`src/logic/vconv_consts.svh`:
```
/*
 * register indices, field positions, mode codes, reset values and timing counts
 * of the virtual converter mapping, overrange and threshold detect block.
 * assumes: registers sit at byte address = 4 * index on a 32-bit apb bus.
 */
`ifndef VCONV_CONSTS_SVH
`define VCONV_CONSTS_SVH

// register indices (byte address is four times the index)
`define IDX_APP_MODE     12'h200
`define IDX_DEC_RATIO    12'h201
`define IDX_UPPER_LO     12'h247
`define IDX_UPPER_HI     12'h248
`define IDX_LOWER_LO     12'h249
`define IDX_LOWER_HI     12'h24a
`define IDX_DWELL_LO     12'h24b
`define IDX_DWELL_HI     12'h24c
`define IDX_DETECT_CTRL  12'h559
`define IDX_OVR_CLEAR    12'h562
`define IDX_OVR_STATUS   12'h563
`define IDX_IRQ_STATUS   12'h600
`define IDX_IRQ_CLEAR    12'h601
`define IDX_IRQ_ENABLE   12'h602

// field positions
`define MODE_MSB         3
`define QIGN_BIT         5
`define DEC_MSB          2
`define FD_EN_BIT        0
`define THR_W            13
`define THR_HI_MSB       4
`define IRQ_FD_A         0
`define IRQ_FD_B         1
`define IRQ_OVR          2
`define IRQ_W            3

// chip operating mode codes
`define MODE_ONE_DDC     4'h1
`define MODE_TWO_DDC     4'h2
`define MODE_FOUR_DDC    4'h3
`define MODE_REQUANT     4'h7
`define MODE_VAR_RANGE   4'h8

// reset values and limits
`define RST_BYTE         8'h00
`define RST_WORD         16'h0000
`define DWELL_MIN        16'h0001
`define DEC_MAX_CODE     3'h4
`define APB_ADDR_W       14

// threshold flag latency from input sample to pin, and the two front stages
`define DETECT_LATENCY   28
`define DETECT_FRONT     2

`endif

```
`src/logic/vconv_pkg.sv`:
```
/*
 * types shared by the virtual converter block.
 * assumes: nothing beyond the constants header.
 */
package vconv_pkg;
    // hysteresis state of one threshold detector
    typedef enum logic [1:0] {
        FD_QUIET  = 2'b01,
        FD_RAISED = 2'b10
    } fd_state_t;
endpackage

```
`src/logic/vconv_map_overrange_fast_detect.sv`:
```
/*
 * virtual converter mapping, sticky overrange status and two-channel
 * threshold detect with dwell hysteresis, behind an apb register slave.
 * assumes: adc, downconverter and overrange inputs come from logic on pclk,
 * already aligned sample for sample; a downstream receiver takes the outputs.
 */
// The APB register port is this design's own decision.
// How it works
// - mode from bits 3:0, q-ignore bit 5
// - decimation field sets output sample rate
// - each stream is one of eight converters
// - downconverter gives i/q pair or i only
// - modes 1,2,3 use one, two, four downconverters
// - complex: i on 2n, q on 2n+1
// - requantizer/range modes with q-ignore clear: a on 0, b on 1
// - overrange pins with sample data latency
// - sticky overrange bit per virtual converter
// - detect runs only when control enables it
// - flag set when magnitude exceeds upper threshold
// - flag clears after dwell below lower threshold
// - flag pin follows sample by 28 cycles
// - 13-bit lower threshold, full resolution compare
// - dwell 1 to 65535 cycles, two registers
// - independent detector and pin per channel
`include "vconv_consts.svh"
`timescale 1ns/1ns
`default_nettype none

module vconv_map_overrange_fast_detect
    import vconv_pkg::*;
#(
    parameter int AW = 14, // adc sample width
    parameter int SW = 16  // virtual converter sample width
) (
    // clock and reset
    input  wire logic                  pclk,
    input  wire logic                  presetn,
    // apb slave
    input  wire logic                  psel,
    input  wire logic                  penable,
    input  wire logic                  pwrite,
    input  wire logic [`APB_ADDR_W-1:0] paddr,
    input  wire logic [31:0]           pwdata,
    output logic [31:0]                prdata,
    output logic                       pready,
    output logic                       pslverr,
    // adc sample streams and overrange
    input  wire logic [AW-1:0]         adc_a_data,
    input  wire logic [AW-1:0]         adc_b_data,
    input  wire logic                  adc_a_ovr,
    input  wire logic                  adc_b_ovr,
    // downconverter channel outputs, channel n in slice n
    input  wire logic [4*SW-1:0]       ddc_i_data,
    input  wire logic [4*SW-1:0]       ddc_q_data,
    input  wire logic [3:0]            ddc_ovr,
    // virtual converter outputs
    output logic [8*SW-1:0]            vconv_data,
    output logic [7:0]                 vconv_valid,
    output logic [1:0]                 clip_status_pins,
    output logic                       threshold_flag_pin_a,
    output logic                       threshold_flag_pin_b,
    output logic                       irq
);
    localparam int FD_DLY = `DETECT_LATENCY - `DETECT_FRONT;

    // refuse widths the logic cannot serve
    initial begin
        if (AW < `THR_W + 1 || SW <= AW) begin
            $error("vconv: need AW > 13 and SW > AW");
        end
    end

    // true when virtual converter k carries a stream in the given mode
    function automatic logic vc_active(input logic [3:0] mode, input logic qign,
                                       input logic [2:0] k);
        logic [3:0] lim;
        lim = 4'h0;
        case (mode)
            `MODE_ONE_DDC:  lim = 4'h1;
            `MODE_TWO_DDC:  lim = 4'h2;
            `MODE_FOUR_DDC: lim = 4'h4;
            `MODE_REQUANT,
            `MODE_VAR_RANGE: lim = qign ? 4'h0 : 4'h1;
            default:        lim = 4'h0;
        endcase
        if (!qign) begin
            lim = 4'(lim << 1);
        end
        return {1'b0, k} < lim;
    endfunction

    // register match on an aligned word
    function automatic logic hit(input logic [`APB_ADDR_W-1:0] a, input logic [11:0] idx);
        return (a[1:0] == 2'h0) && (a[`APB_ADDR_W-1:2] == idx);
    endfunction

    // register storage
    logic [7:0]          app_mode_ff, dec_ratio_ff, detect_ctrl_ff, ovr_clear_ff, ovr_sts_ff;
    logic [15:0]         upper_ff, lower_ff, dwell_ff;
    logic [`IRQ_W-1:0]   irq_sts_ff, irq_en_ff;
    logic [31:0]         prdata_ff;
    logic                pready_ff, pslverr_ff, irq_ff;

    logic                setup, wr_en;
    logic [31:0]         nxt_rdata;
    logic                nxt_err;

    assign setup = psel && !penable;
    assign wr_en = psel && penable && pready_ff && pwrite;

    // read mux and unmapped detect, evaluated in the setup cycle
    always_comb begin
        nxt_rdata = 32'h0000_0000;
        nxt_err   = 1'b0;
        if      (hit(paddr, `IDX_APP_MODE))    nxt_rdata[7:0] = app_mode_ff;
        else if (hit(paddr, `IDX_DEC_RATIO))   nxt_rdata[7:0] = dec_ratio_ff;
        else if (hit(paddr, `IDX_UPPER_LO))    nxt_rdata[7:0] = upper_ff[7:0];
        else if (hit(paddr, `IDX_UPPER_HI))    nxt_rdata[7:0] = upper_ff[15:8];
        else if (hit(paddr, `IDX_LOWER_LO))    nxt_rdata[7:0] = lower_ff[7:0];
        else if (hit(paddr, `IDX_LOWER_HI))    nxt_rdata[7:0] = lower_ff[15:8];
        else if (hit(paddr, `IDX_DWELL_LO))    nxt_rdata[7:0] = dwell_ff[7:0];
        else if (hit(paddr, `IDX_DWELL_HI))    nxt_rdata[7:0] = dwell_ff[15:8];
        else if (hit(paddr, `IDX_DETECT_CTRL)) nxt_rdata[7:0] = detect_ctrl_ff;
        else if (hit(paddr, `IDX_OVR_CLEAR))   nxt_rdata[7:0] = ovr_clear_ff;
        else if (hit(paddr, `IDX_OVR_STATUS))  nxt_rdata[7:0] = ovr_sts_ff;
        else if (hit(paddr, `IDX_IRQ_STATUS))  nxt_rdata[`IRQ_W-1:0] = irq_sts_ff;
        else if (hit(paddr, `IDX_IRQ_CLEAR))   nxt_rdata = 32'h0000_0000;
        else if (hit(paddr, `IDX_IRQ_ENABLE))  nxt_rdata[`IRQ_W-1:0] = irq_en_ff;
        else                                   nxt_err = 1'b1;
    end

    // apb answer: ready in the first access cycle, data and error registered
    always_ff @(posedge pclk or negedge presetn) begin
        if (!presetn) begin
            pready_ff  <= 1'b0;
            prdata_ff  <= 32'h0000_0000;
            pslverr_ff <= 1'b0;
        end else begin
            pready_ff  <= setup;
            prdata_ff  <= setup ? nxt_rdata : 32'h0000_0000;
            pslverr_ff <= setup && nxt_err;
        end
    end

    // software configuration registers
    always_ff @(posedge pclk or negedge presetn) begin
        if (!presetn) begin
            app_mode_ff    <= `RST_BYTE;
            dec_ratio_ff   <= `RST_BYTE;
            upper_ff       <= `RST_WORD;
            lower_ff       <= `RST_WORD;
            dwell_ff       <= `DWELL_MIN;
            detect_ctrl_ff <= `RST_BYTE;
            ovr_clear_ff   <= `RST_BYTE;
            irq_en_ff      <= '0;
        end else if (wr_en) begin
            if (hit(paddr, `IDX_APP_MODE))    app_mode_ff     <= pwdata[7:0];
            if (hit(paddr, `IDX_DEC_RATIO))   dec_ratio_ff    <= pwdata[7:0];
            if (hit(paddr, `IDX_UPPER_LO))    upper_ff[7:0]   <= pwdata[7:0];
            if (hit(paddr, `IDX_UPPER_HI))    upper_ff[15:8]  <= pwdata[7:0];
            if (hit(paddr, `IDX_LOWER_LO))    lower_ff[7:0]   <= pwdata[7:0];
            if (hit(paddr, `IDX_LOWER_HI))    lower_ff[15:8]  <= pwdata[7:0];
            if (hit(paddr, `IDX_DWELL_LO))    dwell_ff[7:0]   <= pwdata[7:0];
            if (hit(paddr, `IDX_DWELL_HI))    dwell_ff[15:8]  <= pwdata[7:0];
            if (hit(paddr, `IDX_DETECT_CTRL)) detect_ctrl_ff  <= pwdata[7:0];
            if (hit(paddr, `IDX_OVR_CLEAR))   ovr_clear_ff    <= pwdata[7:0];
            if (hit(paddr, `IDX_IRQ_ENABLE))  irq_en_ff       <= pwdata[`IRQ_W-1:0];
        end
    end

    // decoded controls
    logic [3:0]          mode;
    logic                qign, fd_en;
    logic [3:0]          dec_lim;
    logic [`THR_W-1:0]   upper_thr, lower_thr;
    logic [15:0]         dwell_eff;
    assign mode      = app_mode_ff[`MODE_MSB:0];
    assign qign      = app_mode_ff[`QIGN_BIT];
    assign dec_lim   = (dec_ratio_ff[`DEC_MSB:0] <= `DEC_MAX_CODE) ?
                       4'((5'h01 << dec_ratio_ff[`DEC_MSB:0]) - 5'h01) : 4'h0;
    assign fd_en     = detect_ctrl_ff[`FD_EN_BIT];
    assign upper_thr = {upper_ff[8+`THR_HI_MSB:8], upper_ff[7:0]};
    assign lower_thr = {lower_ff[8+`THR_HI_MSB:8], lower_ff[7:0]};
    assign dwell_eff = (dwell_ff == `RST_WORD) ? `DWELL_MIN : dwell_ff;

    // decimation strobe: one output sample every ratio input samples
    logic [3:0] dec_cnt_ff;
    logic       strobe;
    assign strobe = (dec_cnt_ff == 4'h0);
    always_ff @(posedge pclk or negedge presetn) begin
        if (!presetn) begin
            dec_cnt_ff <= 4'h0;
        end else begin
            dec_cnt_ff <= (dec_cnt_ff >= dec_lim) ? 4'h0 : 4'(dec_cnt_ff + 4'h1);
        end
    end

    // virtual converter mapping, one slice per converter
    logic [8*SW-1:0] vconv_data_ff;
    logic [7:0]      vconv_valid_ff, vc_ovr;
    genvar k;
    generate
        for (k = 0; k < 8; k++) begin : g_vc
            localparam int NI = k % 4;       // downconverter when q is ignored
            localparam int NC = k / 2;       // downconverter when complex
            logic [SW-1:0] sel;
            logic          act, src_ovr;
            assign act = vc_active(mode, qign, 3'(k));
            always_comb begin
                sel     = '0;
                src_ovr = 1'b0;
                if (mode == `MODE_REQUANT || mode == `MODE_VAR_RANGE) begin
                    if (k == 0) begin
                        sel     = {{(SW-AW){adc_a_data[AW-1]}}, adc_a_data};
                        src_ovr = adc_a_ovr;
                    end else begin
                        sel     = {{(SW-AW){adc_b_data[AW-1]}}, adc_b_data};
                        src_ovr = adc_b_ovr;
                    end
                end else if (qign) begin
                    sel     = ddc_i_data[NI*SW +: SW];
                    src_ovr = ddc_ovr[NI];
                end else begin
                    sel     = (k % 2 == 1) ? ddc_q_data[NC*SW +: SW] : ddc_i_data[NC*SW +: SW];
                    src_ovr = ddc_ovr[NC];
                end
            end
            assign vc_ovr[k] = act && strobe && src_ovr;
            always_ff @(posedge pclk or negedge presetn) begin
                if (!presetn) begin
                    vconv_data_ff[k*SW +: SW] <= '0;
                    vconv_valid_ff[k]         <= 1'b0;
                end else begin
                    vconv_data_ff[k*SW +: SW] <= (act && strobe) ? sel : '0;
                    vconv_valid_ff[k]         <= act && strobe;
                end
            end
        end
    endgenerate

    // overrange pins, one stage like the sample path
    logic [1:0] clip_ff;
    always_ff @(posedge pclk or negedge presetn) begin
        if (!presetn) begin
            clip_ff <= 2'h0;
        end else begin
            clip_ff <= {adc_b_ovr, adc_a_ovr};
        end
    end

    // sticky overrange status; a new event wins over a clear in the same cycle
    always_ff @(posedge pclk or negedge presetn) begin
        if (!presetn) begin
            ovr_sts_ff <= `RST_BYTE;
        end else begin
            ovr_sts_ff <= (ovr_sts_ff & ~ovr_clear_ff) | vc_ovr;
        end
    end

    // per channel threshold detectors
    logic [1:0] fd_pin, fd_rise;
    genvar c;
    generate
        for (c = 0; c < 2; c++) begin : g_fd
            logic [AW-1:0]    raw, mag, mag_ff;
            logic [15:0]      dwl_ff;
            logic [FD_DLY-1:0] dly_ff;
            fd_state_t        st_ff;
            logic             above, below;
            assign raw   = (c == 0) ? adc_a_data : adc_b_data;
            assign mag   = raw[AW-1] ? AW'(~raw + 1'b1) : raw;
            assign above = mag_ff > AW'(upper_thr);
            assign below = mag_ff < AW'(lower_thr);
            // magnitude stage
            always_ff @(posedge pclk or negedge presetn) begin
                if (!presetn) begin
                    mag_ff <= '0;
                end else begin
                    mag_ff <= mag;
                end
            end
            // hysteresis state and dwell count
            always_ff @(posedge pclk or negedge presetn) begin
                if (!presetn) begin
                    st_ff  <= FD_QUIET;
                    dwl_ff <= `RST_WORD;
                end else begin
                    case (st_ff)
                        FD_QUIET: begin
                            dwl_ff <= `RST_WORD;
                            if (fd_en && above) begin
                                st_ff <= FD_RAISED;
                            end
                        end
                        FD_RAISED: begin
                            if (!fd_en) begin
                                st_ff  <= FD_QUIET;
                                dwl_ff <= `RST_WORD;
                            end else if (!below) begin
                                dwl_ff <= `RST_WORD;
                            end else if (dwl_ff >= dwell_eff) begin
                                st_ff  <= FD_QUIET;
                                dwl_ff <= `RST_WORD;
                            end else begin
                                dwl_ff <= 16'(dwl_ff + 16'h0001);
                            end
                        end
                        default: begin
                            st_ff  <= FD_QUIET;
                            dwl_ff <= `RST_WORD;
                        end
                    endcase
                end
            end
            // delay line to the pin
            always_ff @(posedge pclk or negedge presetn) begin
                if (!presetn) begin
                    dly_ff <= '0;
                end else begin
                    dly_ff <= {dly_ff[FD_DLY-2:0], st_ff == FD_RAISED};
                end
            end
            assign fd_pin[c]  = dly_ff[FD_DLY-1];
            assign fd_rise[c] = dly_ff[FD_DLY-2] && !dly_ff[FD_DLY-1];

        end
    endgenerate

    // interrupt status, clear by writing ones; set wins over clear
    logic [`IRQ_W-1:0] irq_ev, irq_clr;
    assign irq_ev  = {(|vc_ovr), fd_rise[1], fd_rise[0]};
    assign irq_clr = (wr_en && hit(paddr, `IDX_IRQ_CLEAR)) ? pwdata[`IRQ_W-1:0] : '0;
    always_ff @(posedge pclk or negedge presetn) begin
        if (!presetn) begin
            irq_sts_ff <= '0;
            irq_ff     <= 1'b0;
        end else begin
            irq_sts_ff <= (irq_sts_ff & ~irq_clr) | irq_ev;
            irq_ff     <= |(irq_sts_ff & irq_en_ff);
        end
    end

    // output ports
    assign prdata               = prdata_ff;
    assign pready               = pready_ff;
    assign pslverr              = pslverr_ff;
    assign vconv_data           = vconv_data_ff;
    assign vconv_valid          = vconv_valid_ff;
    assign clip_status_pins     = clip_ff;
    assign threshold_flag_pin_a = fd_pin[0];
    assign threshold_flag_pin_b = fd_pin[1];
    assign irq                  = irq_ff;
endmodule

`default_nettype wire

```
`config.mk`:
```
export PLATFORM = sky130hd
export DESIGN_NAME = vconv_map_overrange_fast_detect
export DESIGN_NICKNAME = d
export VERILOG_FILES = /design/src/logic/vconv_pkg.sv /design/src/logic/vconv_map_overrange_fast_detect.sv
export VERILOG_INCLUDE_DIRS = /design/src /design/src/logic
export SDC_FILE = /design/constraint.sdc
export NUM_CORES = 1
export LEC_CHECK = 0
export BUFFER_PORTS_ARGS = -buffer_cell sky130_fd_sc_hd__clkbuf_2
export CAP_MARGIN = 20
export CORE_MARGIN = 1
export CORE_UTILIZATION = 44
export DETAILED_ROUTE_END_ITERATION = 16
export GPL_ROUTABILITY_DRIVEN = 0
export PLACE_DENSITY = 0.68
export RECOVER_POWER = 25
export SYNTH_ARGS = -nofsm -noshare
export SYNTH_HDL_FRONTEND = slang
export SYNTH_SLANG_ARGS = --single-unit
```
`constraint.sdc`:
```
create_clock -name pclk -period 2.65 [get_ports pclk]
set_input_delay 0.1325 -clock pclk [delete_from_list [all_inputs] [get_ports pclk]]
set_output_delay 0.1325 -clock pclk [all_outputs]
set_load 0.02 [all_outputs]
```
==> qor.yml <==
yosys:
  synthCells: 1593
  syn_area_per_cell_um2: 10.6
  syn_area_um2: 16900
  async_flop_share: 1.00
  synth_ff_type: "dfrtp_1"
  synth-xor-area-share: 0.0270
  synth-compound-area-share: 0.108
  synth_seq_area_share: 0.538
  muxShareOfSynthArea: 0.0697
  ys_ff_latch: 363
  yosysWarnings: 0
  synthAdderAreaFrac: 0.0697
  ys_types: 76
  synth_top_family_by_area: "simple AND/OR/NAND/NOR gates"
  synth_edf_count: 0
  synthSimpleGateAreaFrac: 0.143
sta:
  layout_setup_ws_ns: 0.123
  tightest_slew_ns: 2.09
  period_minus_slack_ns: 2.53
  finalCritPeriodShare: 0.954
  finClkSkew_ns: 0.0154
  max_freq_ghz: 0.396
  setup_viol: 0
  slew_headroom: -0.390
  hold_viol: 0
  hold_slack_ns: 0.0421
  slew_violations: 75
setup_path:
  critical_path_arrival_ns: 3.02
  ff2ff_path_depth: 10
  crit_path_end: "g_fd[0].dwl_ff[4]"
  path_max_fanout: 7
  cp-startpoint: "dwell_ff[6]"
  r2r-end: "g_fd[0].dwl_ff[4]"
  worstSetupEndpointType: "flip-flop"
  worstPathRequired_ns: 3.14
  cp-start-kind: "flip-flop"
  r2r_slack_ns: 0.12
  crit_type: "flip-flop to flip-flop"
  timing.rr.start: "dwell_ff[6]"
grt:
  antenna_found_initial: 1
  grt_max_degree: 85
  grt_pass1_wl_um: 82000
  grt_overflow: 0
  grt_usage: 0.273
  first_global_vias: 14800
detailed_routing:
  ant_nets: 0
  wl_per_cell_um: 19.9
  routed_via_density: 5.39
  detail_route.wirelength_um: 53600
  drt_first_pass_iters: 6
  vias: 14500
  drtIter0Drc: 1261
  remaining_drc_errors: 0
place:
  pre_cts_ws_ns: -0.0522
  hpwl_um: 36400
  postPlaceCellArea_um2: 19300
  dp.cells: 2424
  io_buffers: 339
cts:
  cts_tree: "built"
  cts.sinks: 363
  numCtsBuffers: 39
  clk_pin_slew_ns: 0.06
  cts_root_buf: "clkbuf_16"
  htreeDepth: 2
  cts_buffer_depth: 3
  insertion_delay_ns: 0.57
power:
  p_leak_nw: 11.9
  power_density_nw_per_um2: 526
  ir_drop_mv: 0.454
  power_mw: 11.9
status:
  violations: "capacitance limit, slew limit"
  status: "finished, violations left"
final_layout:
  fin_nets: 2455
  area_growth_pct: 33.9
  drive_gt1_frac: 0.238
  final_area_um2: 22600
  antenna_cells: 0
  fin_cells: 2690
min_path:
  hold_class: "input port to flip-flop"
floorplanning:
  io_pins: 388
  rows: 71
  initial_core_util: 0.447
  die-area_um2: 39200
  core_area_um2: 37800
  die-width_um: 198
  die_height_um: 198
flow_run:
  drv_cap: 1
## synth_stat cells (all sizes together), types with 3 or more instances
cell type / number / area [µm²]
nand2: 122 / 460
a21boi: 3 / 22.5
a21oi: 87 / 435
nor3: 15 / 75.1
or4b: 5 / 57.6
nor4: 9 / 77.6
nor2: 226 / 858
buf: 41 / 253
o22ai: 8 / 50.1
nand4b: 5 / 43.8
o221ai: 9 / 78.8
nand2b: 15 / 93.8
or3: 6 / 37.5
and4: 6 / 52.6
dfstp: 3 / 78.8
dfrtp: 360 / 9010
clkbuf: 47 / 176
ha: 94 / 1180
xor2: 19 / 166
a31oi: 4 / 25.0
a22o: 6 / 52.6
xnor2: 33 / 289
a211o: 3 / 26.3
or2: 5 / 31.3
o41ai: 3 / 26.3
nor4b: 5 / 62.6
a211oi: 23 / 173
a22oi: 10 / 75.1
mux2i: 58 / 581
and2: 8 / 50.1
o21bai: 3 / 22.5
inv: 85 / 319
nand3: 25 / 125
mux2: 53 / 597
and3: 11 / 68.8
nor2b: 17 / 106
o31ai: 9 / 67.6
o21ai: 77 / 385
o211ai: 5 / 37.5
a2111oi: 4 / 35.0
a21o: 13 / 97.6
nand4: 15 / 93.8
or4: 3 / 26.3
nor3b: 5 / 37.5
a222oi: 3 / 30.0
## cell usage in the layout, fill, tap and decap left out, types with 9 or more instances in the layout
cell and instances:
xnor2_1 33, clkbuf_1 14, a22oi_1 10, clkbuf_16 40
nor2_1 218, a21o_1 13, o31ai_1 9, nand2b_1 14
conb_1 24, o21ai_0 62, o221ai_1 9, nand4_1 15
mux2_2 36, dlygate4sd3_1 191, clkbuf_2 335, ha_1 94
nor2b_1 17, buf_4 40, and3_1 11, xor2_1 19
a211oi_1 23, inv_1 85, o21ai_1 13, nand3_1 25
nor3_1 15, a21oi_1 87, mux2i_1 58, nand2_1 119
dfrtp_1 359, mux2_1 17, clkbuf_8 9
## sequential cells by signal, summed over array words and instances (netlist names), 2 cells and up
name,count
app_mode_ff,8
clip_status_pins,2
dec_cnt_ff,4
dec_ratio_ff,8
detect_ctrl_ff,8
dwell_ff,16
g_fd.dly_ff,52
g_fd.dwl_ff,32
g_fd.mag_ff,28
g_fd.st_ff,4
irq_en_ff,3
irq_sts_ff,3
lower_ff,16
ovr_clear_ff,8
ovr_sts_ff,8
prdata,8
upper_ff,16
vconv_data,128
vconv_valid,8
## layout make-up
class | count | area (µm²)
Clock buffer | 58 | 1140
Clock inverter | 14 | 114
Fill cell | 3014 | 15100
Inverter | 85 | 319
Multi-Input combinational cell | 1080 | 7230
Sequential cell | 363 | 9090
Tap cell | 511 | 639
Timing Repair Buffer | 579 | 4070
## kinds of logic after synthesis
kind of cell / Yosys count
AO/OA/AOI/OAI: 290
flip-flops: 363
XOR/XNOR: 52
multiplexers: 111
other: 1
buffers and inverters: 173
adder cells (fa/ha/maj): 94
AND/OR/NAND/NOR: 509
## worst max-delay path, stage by stage (launching register included)
cell	delay, ns
dfrtp_1	0.40
nor4_2	0.31
a41o_1	0.25
ha_1	0.24
nand2b_4	0.14
a31oi_2	0.12
o21ai_1	0.11
a2111oi_2	0.42
o21ai_1	0.17
buf_4	0.21
nor2_2	0.10
## metal layers
metal,wire (µm),track usage,share of wire
met1,22000,0.357,0.41
met2,24400,0.424,0.45
met5,13,0,0.00024
met4,2770,0.136,0.052
met3,4490,0.0668,0.084
## what timing repair did
| item | in CTS | in global routing |
|---|---|---|
| setup buffers | 0 | 1 |
| pin swaps | 0 | 8 |
| cloned | 0 | 2 |
| endpoints found under the hold margin | 249 | 0 |
| hold buffers | 191 | 0 |
| setup endpoints to repair | 15 | 39 |
| gates resized for setup | 2 | 20 |
## through the flow
| stage | util | TNS (ns) |
|---|---|---|
| final | 0.599 | 0 |
| after floorplan | - | 0 |
| after global routing | 0.599 | -0.362 |
| after global placement | 0.512 | 0 |
| after CTS | 0.596 | 0 |
| after detailed placement | 0.512 | -0.532 |
## where the power goes
part	internal, mW	switching [mW]
registers	5.59	0.0371
logic	0.427	0.496
clock network	3.02	2.32
total	9.03	2.85
## worst min path at each step
stage	start	end	slack (ns)	depth (start not counted)
floorplan	presetn	app_mode_ff[0]	-0.16	0
global placement	presetn	vconv_data[9]	0.17	1
detailed placement	presetn	vconv_data[9]	0.18	1
CTS	pwdata[7]	upper_ff[7]	0.007	3
global route	pwdata[5]	app_mode_ff[5]	0.06	3
finish	pwdata[7]	upper_ff[7]	0.04	3
(Power assumes the default switching activity.)
